<file path="src/rtl/serial_port_pkg.sv">
`default_nettype none
package serial_port_pkg;

  // ===========================================================
  // characters
  localparam logic [7:0] CHAR_XON  = 8'h11;
  localparam logic [7:0] CHAR_XOFF = 8'h13;
  localparam logic [7:0] CHAR_CR   = 8'h0D;
  localparam logic [7:0] CHAR_LF   = 8'h0A;
  localparam logic [7:0] CHAR_ESC  = 8'h1B;

  // ===========================================================
  // timing
  localparam int CLOCK_HZ       = 40000000;
  localparam int DEFAULT_BAUD   = 38400;
  localparam logic [15:0] DEFAULT_DIVISOR =
    16'(CLOCK_HZ / DEFAULT_BAUD);
  localparam int DATA_BITS      = 8;
  localparam int STOP_BITS      = 1;

  // ===========================================================
  // register offsets
  localparam logic [11:0] CTRL_OFFSET   = 12'h000;
  localparam logic [11:0] DIV_OFFSET    = 12'h004;
  localparam logic [11:0] STATUS_OFFSET = 12'h008;
  localparam logic [11:0] RXDATA_OFFSET = 12'h00C;
  localparam logic [11:0] DONE_OFFSET   = 12'h010;
  localparam logic [11:0] PROMPT_OFFSET = 12'h014;

  // ===========================================================
  // control fields and reset values
  localparam int CTRL_ENABLE_BIT = 0;
  localparam int CTRL_ECHO_BIT   = 1;
  localparam int CTRL_FLOW_BIT   = 2;
  localparam int CTRL_PROMPT_BIT = 3;
  localparam logic [3:0] CTRL_RESET = 4'h5;
  localparam logic [7:0] PROMPT_RESET = 8'h3E;

  typedef enum logic [2:0] {
    REPLY_IDLE   = 3'b000,
    REPLY_XOFF   = 3'b001,
    REPLY_CR     = 3'b010,
    REPLY_LF     = 3'b011,
    REPLY_WAIT   = 3'b100,
    REPLY_PROMPT = 3'b101,
    REPLY_XON    = 3'b110
  } reply_state_e;

endpackage
`default_nettype wire

</file>
<file path="src/rtl/char_buffer.sv">
`timescale 1ns/1ps
`default_nettype none
module char_buffer (
  input  wire logic       clock,
  input  wire logic       rst,
  input  wire logic       clock_en,
  input  wire logic       in_valid,
  output logic            in_ready,
  input  wire logic [7:0] in_data,
  output logic            out_valid,
  input  wire logic       out_ready,
  output logic      [7:0] out_data
);

  // ===========================================================
  // two-entry buffer
  logic [7:0] mem_reg [2];
  logic       wr_ptr_reg;
  logic       rd_ptr_reg;
  logic [1:0] count_reg;
  logic       push;
  logic       pop;

  assign in_ready  = (count_reg != 2'h2);
  assign out_valid = (count_reg != 2'h0);
  assign out_data  = mem_reg[rd_ptr_reg];
  assign push      = clock_en && in_valid && in_ready;
  assign pop       = clock_en && out_valid && out_ready;

  always_ff @(posedge clock) begin
    if (push) begin
      mem_reg[wr_ptr_reg] <= in_data;
    end
  end

  always_ff @(posedge clock) begin
    if (rst) begin
      wr_ptr_reg <= 1'b0;
      rd_ptr_reg <= 1'b0;
      count_reg  <= 2'h0;
    end else begin
      if (push) begin
        wr_ptr_reg <= ~wr_ptr_reg;
      end
      if (pop) begin
        rd_ptr_reg <= ~rd_ptr_reg;
      end
      count_reg <= count_reg + {1'b0, push} - {1'b0, pop};
    end
  end

endmodule
`default_nettype wire

</file>
<file path="src/rtl/serial_command_port.sv">
`timescale 1ns/1ps
`default_nettype none
module serial_command_port (
  input  wire logic        clock,
  input  wire logic        rst,
  input  wire logic        clock_en,
  input  wire logic        psel,
  input  wire logic        penable,
  input  wire logic        pwrite,
  input  wire logic [11:0] paddr,
  input  wire logic [31:0] pwdata,
  output logic      [31:0] prdata,
  output logic             pready,
  output logic             pslverr,
  input  wire logic        rxd,
  output logic             txd
);

  // ===========================================================
  // control registers
  logic [3:0]  ctrl_reg;
  logic [15:0] divisor_reg;
  logic [7:0]  prompt_reg;
  logic        busy_reg;
  logic        overrun_reg;
  logic        initialised_reg;
  logic        apb_write;
  logic        done_pulse;

  assign apb_write = clock_en && psel && penable && pwrite;
  assign pready    = 1'b1;
  assign pslverr   = psel && penable &&
                     !(paddr == serial_port_pkg::CTRL_OFFSET ||
                       paddr == serial_port_pkg::DIV_OFFSET ||
                       paddr == serial_port_pkg::STATUS_OFFSET ||
                       paddr == serial_port_pkg::RXDATA_OFFSET ||
                       paddr == serial_port_pkg::DONE_OFFSET ||
                       paddr == serial_port_pkg::PROMPT_OFFSET);
  assign done_pulse = apb_write && paddr == serial_port_pkg::DONE_OFFSET;

  always_ff @(posedge clock) begin
    if (rst) begin
      ctrl_reg    <= serial_port_pkg::CTRL_RESET;
      divisor_reg <= serial_port_pkg::DEFAULT_DIVISOR;
      prompt_reg  <= serial_port_pkg::PROMPT_RESET;
    end else if (apb_write) begin
      if (paddr == serial_port_pkg::CTRL_OFFSET) begin
        ctrl_reg <= pwdata[3:0];
      end
      if (paddr == serial_port_pkg::DIV_OFFSET) begin
        divisor_reg <= pwdata[15:0];
      end
      if (paddr == serial_port_pkg::PROMPT_OFFSET) begin
        prompt_reg <= pwdata[7:0];
      end
    end
  end

  logic       echo_on;
  logic       flow_on;
  logic       port_on;
  logic       prompt_on;
  assign port_on   = ctrl_reg[serial_port_pkg::CTRL_ENABLE_BIT];
  assign echo_on   = ctrl_reg[serial_port_pkg::CTRL_ECHO_BIT];
  assign flow_on   = ctrl_reg[serial_port_pkg::CTRL_FLOW_BIT];
  assign prompt_on = ctrl_reg[serial_port_pkg::CTRL_PROMPT_BIT];

  // ===========================================================
  // input synchroniser
  logic [2:0] rx_sync_reg;
  logic       rx_level_reg;
  always_ff @(posedge clock) begin
    if (rst) begin
      rx_sync_reg  <= 3'h7;
      rx_level_reg <= 1'b1;
    end else if (clock_en) begin
      rx_sync_reg <= {rx_sync_reg[1:0], rxd};
      if (rx_sync_reg[1] == rx_sync_reg[2]) begin
        rx_level_reg <= rx_sync_reg[2];
      end
    end
  end

  // ===========================================================
  // receiver, fixed rate from divisor only
  logic [15:0] rx_count_reg;
  logic [3:0]  rx_bit_reg;
  logic [7:0]  rx_shift_reg;
  logic        rx_active_reg;
  logic        rx_strobe_reg;
  logic [7:0]  rx_char_reg;
  always_ff @(posedge clock) begin
    if (rst) begin
      rx_count_reg  <= 16'h0000;
      rx_bit_reg    <= 4'h0;
      rx_shift_reg  <= 8'h00;
      rx_active_reg <= 1'b0;
      rx_strobe_reg <= 1'b0;
      rx_char_reg   <= 8'h00;
    end else if (clock_en) begin
      rx_strobe_reg <= 1'b0;
      if (!rx_active_reg) begin
        if (!rx_level_reg && port_on) begin
          rx_active_reg <= 1'b1;
          rx_count_reg  <= {1'b0, divisor_reg[15:1]};
          rx_bit_reg    <= 4'h0;
        end
      end else if (rx_count_reg != 16'h0000) begin
        rx_count_reg <= rx_count_reg - 16'h0001;
      end else begin
        rx_count_reg <= divisor_reg - 16'h0001;
        rx_bit_reg   <= rx_bit_reg + 4'h1;
        if (rx_bit_reg == 4'h0 && rx_level_reg) begin
          rx_active_reg <= 1'b0;
        end else if (rx_bit_reg == 4'h9) begin
          rx_active_reg <= 1'b0;
          if (rx_level_reg) begin
            rx_strobe_reg <= 1'b1;
            rx_char_reg   <= rx_shift_reg;
          end
        end else if (rx_bit_reg != 4'h0) begin
          rx_shift_reg <= {rx_level_reg, rx_shift_reg[7:1]};
        end
      end
    end
  end

  logic rx_terminator;
  logic rx_init_char;
  assign rx_terminator = rx_strobe_reg &&
    (rx_char_reg == serial_port_pkg::CHAR_CR ||
     rx_char_reg == serial_port_pkg::CHAR_LF);
  assign rx_init_char = rx_strobe_reg && (rx_terminator ||
     rx_char_reg == serial_port_pkg::CHAR_ESC);

  // ===========================================================
  // received character and status
  logic [7:0] rx_hold_reg;
  always_ff @(posedge clock) begin
    if (rst) begin
      rx_hold_reg     <= 8'h00;
      overrun_reg     <= 1'b0;
      initialised_reg <= 1'b0;
    end else if (clock_en) begin
      if (rx_strobe_reg) begin
        rx_hold_reg <= rx_char_reg;
      end
      if (rx_init_char) begin
        initialised_reg <= 1'b1;
      end
      if (rx_strobe_reg && busy_reg && !rx_terminator) begin
        overrun_reg <= 1'b1;
      end else if (apb_write &&
                   paddr == serial_port_pkg::STATUS_OFFSET &&
                   pwdata[1]) begin
        overrun_reg <= 1'b0;
      end
    end
  end

  // ===========================================================
  // reply sequencer
  serial_port_pkg::reply_state_e state_reg;
  logic       q_valid;
  logic       q_ready;
  logic [7:0] q_data;
  always_ff @(posedge clock) begin
    if (rst) begin
      state_reg <= serial_port_pkg::REPLY_XON;
      busy_reg  <= 1'b0;
    end else if (clock_en) begin
      case (state_reg)
        serial_port_pkg::REPLY_IDLE: begin
          if (rx_terminator) begin
            state_reg <= serial_port_pkg::REPLY_XOFF;
            busy_reg  <= 1'b1;
          end
        end
        serial_port_pkg::REPLY_XOFF: begin
          if (q_ready) begin
            state_reg <= echo_on ? serial_port_pkg::REPLY_CR
                                 : serial_port_pkg::REPLY_WAIT;
          end
        end
        serial_port_pkg::REPLY_CR: begin
          if (q_ready) begin
            state_reg <= serial_port_pkg::REPLY_LF;
          end
        end
        serial_port_pkg::REPLY_LF: begin
          if (q_ready) begin
            state_reg <= serial_port_pkg::REPLY_WAIT;
          end
        end
        serial_port_pkg::REPLY_WAIT: begin
          if (done_pulse) begin
            busy_reg  <= 1'b0;
            state_reg <= prompt_on ? serial_port_pkg::REPLY_PROMPT
                                   : serial_port_pkg::REPLY_XON;
          end
        end
        serial_port_pkg::REPLY_PROMPT: begin
          if (q_ready) begin
            state_reg <= serial_port_pkg::REPLY_XON;
          end
        end
        serial_port_pkg::REPLY_XON: begin
          if (q_ready || !flow_on) begin
            state_reg <= serial_port_pkg::REPLY_IDLE;
          end
        end
        default: begin
          state_reg <= serial_port_pkg::REPLY_IDLE;
        end
      endcase
    end
  end

  always_comb begin
    q_valid = 1'b0;
    q_data  = 8'h00;
    case (state_reg)
      serial_port_pkg::REPLY_XOFF: begin
        q_valid = 1'b1;
        q_data  = flow_on ? serial_port_pkg::CHAR_XOFF
                          : serial_port_pkg::CHAR_CR;
      end
      serial_port_pkg::REPLY_CR: begin
        q_valid = 1'b1;
        q_data  = serial_port_pkg::CHAR_CR;
      end
      serial_port_pkg::REPLY_LF: begin
        q_valid = 1'b1;
        q_data  = serial_port_pkg::CHAR_LF;
      end
      serial_port_pkg::REPLY_PROMPT: begin
        q_valid = 1'b1;
        q_data  = prompt_reg;
      end
      serial_port_pkg::REPLY_XON: begin
        q_valid = flow_on;
        q_data  = serial_port_pkg::CHAR_XON;
      end
      default: begin
        q_valid = 1'b0;
        q_data  = 8'h00;
      end
    endcase
  end

  // ===========================================================
  // transmit buffer and transmitter
  logic       tx_valid;
  logic       tx_take;
  logic [7:0] tx_data;
  char_buffer u_buffer (
    .clock     (clock),
    .rst       (rst),
    .clock_en  (clock_en),
    .in_valid  (q_valid),
    .in_ready  (q_ready),
    .in_data   (q_data),
    .out_valid (tx_valid),
    .out_ready (tx_take),
    .out_data  (tx_data)
  );

  logic [15:0] tx_count_reg;
  logic [3:0]  tx_bit_reg;
  logic [9:0]  tx_shift_reg;
  logic        tx_active_reg;
  assign tx_take = !tx_active_reg && port_on;
  always_ff @(posedge clock) begin
    if (rst) begin
      tx_count_reg  <= 16'h0000;
      tx_bit_reg    <= 4'h0;
      tx_shift_reg  <= 10'h3FF;
      tx_active_reg <= 1'b0;
    end else if (clock_en) begin
      if (!tx_active_reg) begin
        if (tx_valid && tx_take) begin
          tx_shift_reg  <= {1'b1, tx_data, 1'b0};
          tx_active_reg <= 1'b1;
          tx_bit_reg    <= 4'h0;
          tx_count_reg  <= divisor_reg - 16'h0001;
        end
      end else if (tx_count_reg != 16'h0000) begin
        tx_count_reg <= tx_count_reg - 16'h0001;
      end else begin
        tx_count_reg <= divisor_reg - 16'h0001;
        tx_shift_reg <= {1'b1, tx_shift_reg[9:1]};
        tx_bit_reg   <= tx_bit_reg + 4'h1;
        if (tx_bit_reg == 4'h9) begin
          tx_active_reg <= 1'b0;
        end
      end
    end
  end
  assign txd = tx_shift_reg[0];

  // ===========================================================
  // read data
  always_ff @(posedge clock) begin
    if (rst) begin
      prdata <= 32'h00000000;
    end else if (clock_en && psel && !penable && !pwrite) begin
      case (paddr)
        serial_port_pkg::CTRL_OFFSET:   prdata <= {28'h0, ctrl_reg};
        serial_port_pkg::DIV_OFFSET:    prdata <= {16'h0, divisor_reg};
        serial_port_pkg::STATUS_OFFSET:
          prdata <= {27'h0, state_reg == serial_port_pkg::REPLY_IDLE,
                     initialised_reg, tx_active_reg, overrun_reg,
                     busy_reg};
        serial_port_pkg::RXDATA_OFFSET: prdata <= {24'h0, rx_hold_reg};
        serial_port_pkg::PROMPT_OFFSET: prdata <= {24'h0, prompt_reg};
        default:                        prdata <= 32'h00000000;
      endcase
    end
  end

endmodule
`default_nettype wire

</file>
<file path="config.mk">
export PLATFORM = sky130hd
export DESIGN_NAME = serial_command_port
export DESIGN_NICKNAME = d
export VERILOG_FILES = /design/src/rtl/serial_port_pkg.sv /design/src/rtl/char_buffer.sv /design/src/rtl/serial_command_port.sv
export SDC_FILE = /design/constraint.sdc
export NUM_CORES = 1
export LEC_CHECK = 0
export ABC_AREA = 1
export BUFFER_PORTS_ARGS = -buffer_cell sky130_fd_sc_hd__buf_4
export CELL_PAD_IN_SITES_DETAIL_PLACEMENT = 1
export CELL_PAD_IN_SITES_GLOBAL_PLACEMENT = 1
export CORE_AREA = 5 5 141 143
export CTS_CLUSTER_DIAMETER = 60
export DETAILED_ROUTE_END_ITERATION = 7
export DIE_AREA = 0 0 146 148
export PLACE_DENSITY_LB_ADDON = 0.1
export SETUP_SLACK_MARGIN = 0.3
export SYNTH_ARGS = -nofsm -noshare
export SYNTH_HDL_FRONTEND = slang
export SYNTH_SLANG_ARGS = --single-unit
</file>
<file path="constraint.sdc">
create_clock -name clock -period 3.6 [get_ports clock]
set_input_delay 0.9 -clock clock [delete_from_list [all_inputs] [get_ports clock]]
set_output_delay 0.9 -clock clock [all_outputs]
set_load 0.05 [all_outputs]
</file>
==> out/qor.yml <==
portBuffers: 52
yosysTopAreaCellShare: 0.3265
grt_max_degree: 56
cts_tree: "done"
drt_iter0_drc: 505
layout_min_cycle_time_ps: 3054
synth_area_um2: 8277
start_util: 0.4485
post_cts_resized: 0
status: "complete, no violations"
syn_area_per_cell_um2: 7.002
setup_viol: 0
cp_data_required_time_ps: 2700
core_um2: 18460
start_kind: "input port"
critPathArrivalTime_ps: 2150
ys_seq_area_frac: 0.3846
power.internal_mw: 3.380
slew_headroom: 0.4743
path_max_fanout: 10
grt_pass1_vias: 7759
yosysTopAreaCell: "dfxtp_1"
chipWidth_um: 146
maxCapViolations: 0
ys_seq_elements: 151
grt_overflow: 0
drive_above_1_share: 0.1179
cts_setup_buffers: 0
clk_pin_slew_ps: 60
synth_edf_count: 16
end_kind: "output pin"
power_switching_mw: 2.011
chipHeight_um: 148
fin_crit_sh: 0.8482
wl_mm: 25.06
vias_per_cell: 5.309
vias: 7773
post-route-drc-count: 0
antenna_left: 0
switching_share: 0.3730
seq_power_share: 0.385
cts_hold_buffers: 0
hold_violations: 0
clock_latency_ps: 430
gp_congestion: 0.8770
criticalPathCategory: "input port to output pin"
area_growth_pct: 12.38
place_inst: 1432
dp_hpwl_mm: 18.33
finClkSkew_ps: 11.14
avgRoutedWirePerCell_um: 17.12
leakagePower_nw: 4.192
synth.most_common_cell: "nand2_1"
rows: 50
ir_worst_vdd_mv: 0.3094
finalSetupTns_ps: 0
grt_use_met3: 0.03955
worstMarginPinSlew_ps: 785.7
synthFlopType: "dfxtp_1"
yosys-top-cells-count: "262 x nand2_1, 135 x dfxtp_1, 135 x inv_1"
synth.area.top_cells: "dfxtp_1 33%, nand2_1 12%, nand3_1 6.4%"
rsz0062_at_grt: "false"
groute.usage.overall: 0.2315
clock_path_buffers: 2
cts.htree.levels: 4
fmax_ghz: 0.3275
num_io_pins: 86
drv_slew: 0
synthDistinctLibCells: 53
clockPowerShare: 0.328
drt-pass1-iter-count: 4
min_path_type: "flip-flop to flip-flop"
antenna_found_initial: 0
cts_buffers: 17
cts.sinks: 151
die_area_um2: 21610
ys_async_sr_fraction: 0
clockRootBuffer: "clkbuf_16"
met2_usage: 0.3922
final_nets: 1280
grt_pass1_wl_mm: 40.34
diodes: 0
fillers: 2392
power_density_nw_per_um2: 579.6
busiest_layer: "met2"
stdcell_count: 1464
synthCells: 1182
met1_usage: 0.3082
yosysWarnings: 0
p_comb_frac: 0.287
-- metrics by stage --
| step | instance area, um2 | utilization | hold WS [ps] | worst slack, ps | power, mW |
|---|---|---|---|---|---|
| finish | 9301 | 0.5040 | 459.2 | 546.4 | 5.391 |
| global route | 9301 | 0.5040 | 487.3 | 471.1 | 5.740 |
| CTS | 9301 | 0.5040 | 461.3 | 555.6 | 5.437 |
| detailed placement | 8732 | 0.4732 | 445.4 | 568.9 | 3.647 |
| global placement | 8732 | 0.4732 | 439.1 | 565.0 | 3.607 |
| floorplan | 8338 | - | 424.5 | 626.6 | 3.287 |
-- cells by family after synthesis --
logic type	Yosys count	synth area share
mux	8	0.009826
xor+xnor	22	0.02328
buf+inv	201	0.1084
compound gates	217	0.1410
other cells	2	0.0009074
fa+ha+maj	12	0.01814
flops	151	0.3846
simple gates	569	0.3138
-- critical path: stages --
cell     delay [ps]
buf_4           110
nor2_1          110
nand3_2         210
nor3_4          510
nor3_2          100
buf_4           210
-- final timing paths --
kind | startpoint | end | slack, ps | cells past startpoint
worst min-delay path | rx_sync_reg[0] | rx_sync_reg[0] | 460 | 2
worst max register to register | tx_active_reg | tx_bit_reg[3] | 1490 | 8
worst max-delay path | paddr[11] | pslverr | 550 | 6
worst min register to register | rx_sync_reg[0] | rx_sync_reg[0] | 460 | 2
-- layout by cell type (no fill, tap or decap), drive strengths merged, types with 7 or more instances in the layout --
| master | n |
|---|---|
| nor3 | 17 |
| clkinv | 7 |
| clkbuf | 18 |
| xor2 | 17 |
| o21ai | 98 |
| conb | 17 |
| a21oi | 94 |
| nand2 | 276 |
| o211ai | 12 |
| buf | 57 |
| nand4 | 11 |
| edfxtp | 16 |
| inv | 150 |
| nor2 | 145 |
| ha | 12 |
| nand3 | 109 |
| mux2i | 7 |
| dfxtp | 135 |
-- routing by layer --
metal	share of wire	routed length [um]
met5	0	0
met2	0.48	12010
met1	0.47	11710
met3	0.032	808
met4	0.021	537
-- power groups by stage --
| stage | clock (mW) | combinational (mW) | sequential (mW) |
|---|---|---|---|
| after global routing | 1.88 | 1.76 | 2.11 |
| after CTS | 1.79 | 1.57 | 2.08 |
| after detailed placement | 0 | 1.54 | 2.11 |
| final | 1.77 | 1.55 | 2.07 |
| after floorplan | 0 | 1.23 | 2.06 |
| after global placement | 0 | 1.50 | 2.10 |
-- cell type report --
class / instances / area [um2] / share of cell area
clock buffer: 18 / 429.2 / 0.04614
clock inverter: 14 / 140.1 / 0.01507
inverter: 145 / 551.8 / 0.05932
multi-input combinational: 845 / 4264 / 0.4584
sequential: 151 / 3183 / 0.3422
tap: 234 / 292.8 / 0.03148
timing repair buffer: 57 / 440.4 / 0.04735
No activity file was read; power rests on OpenSTA's default activity.
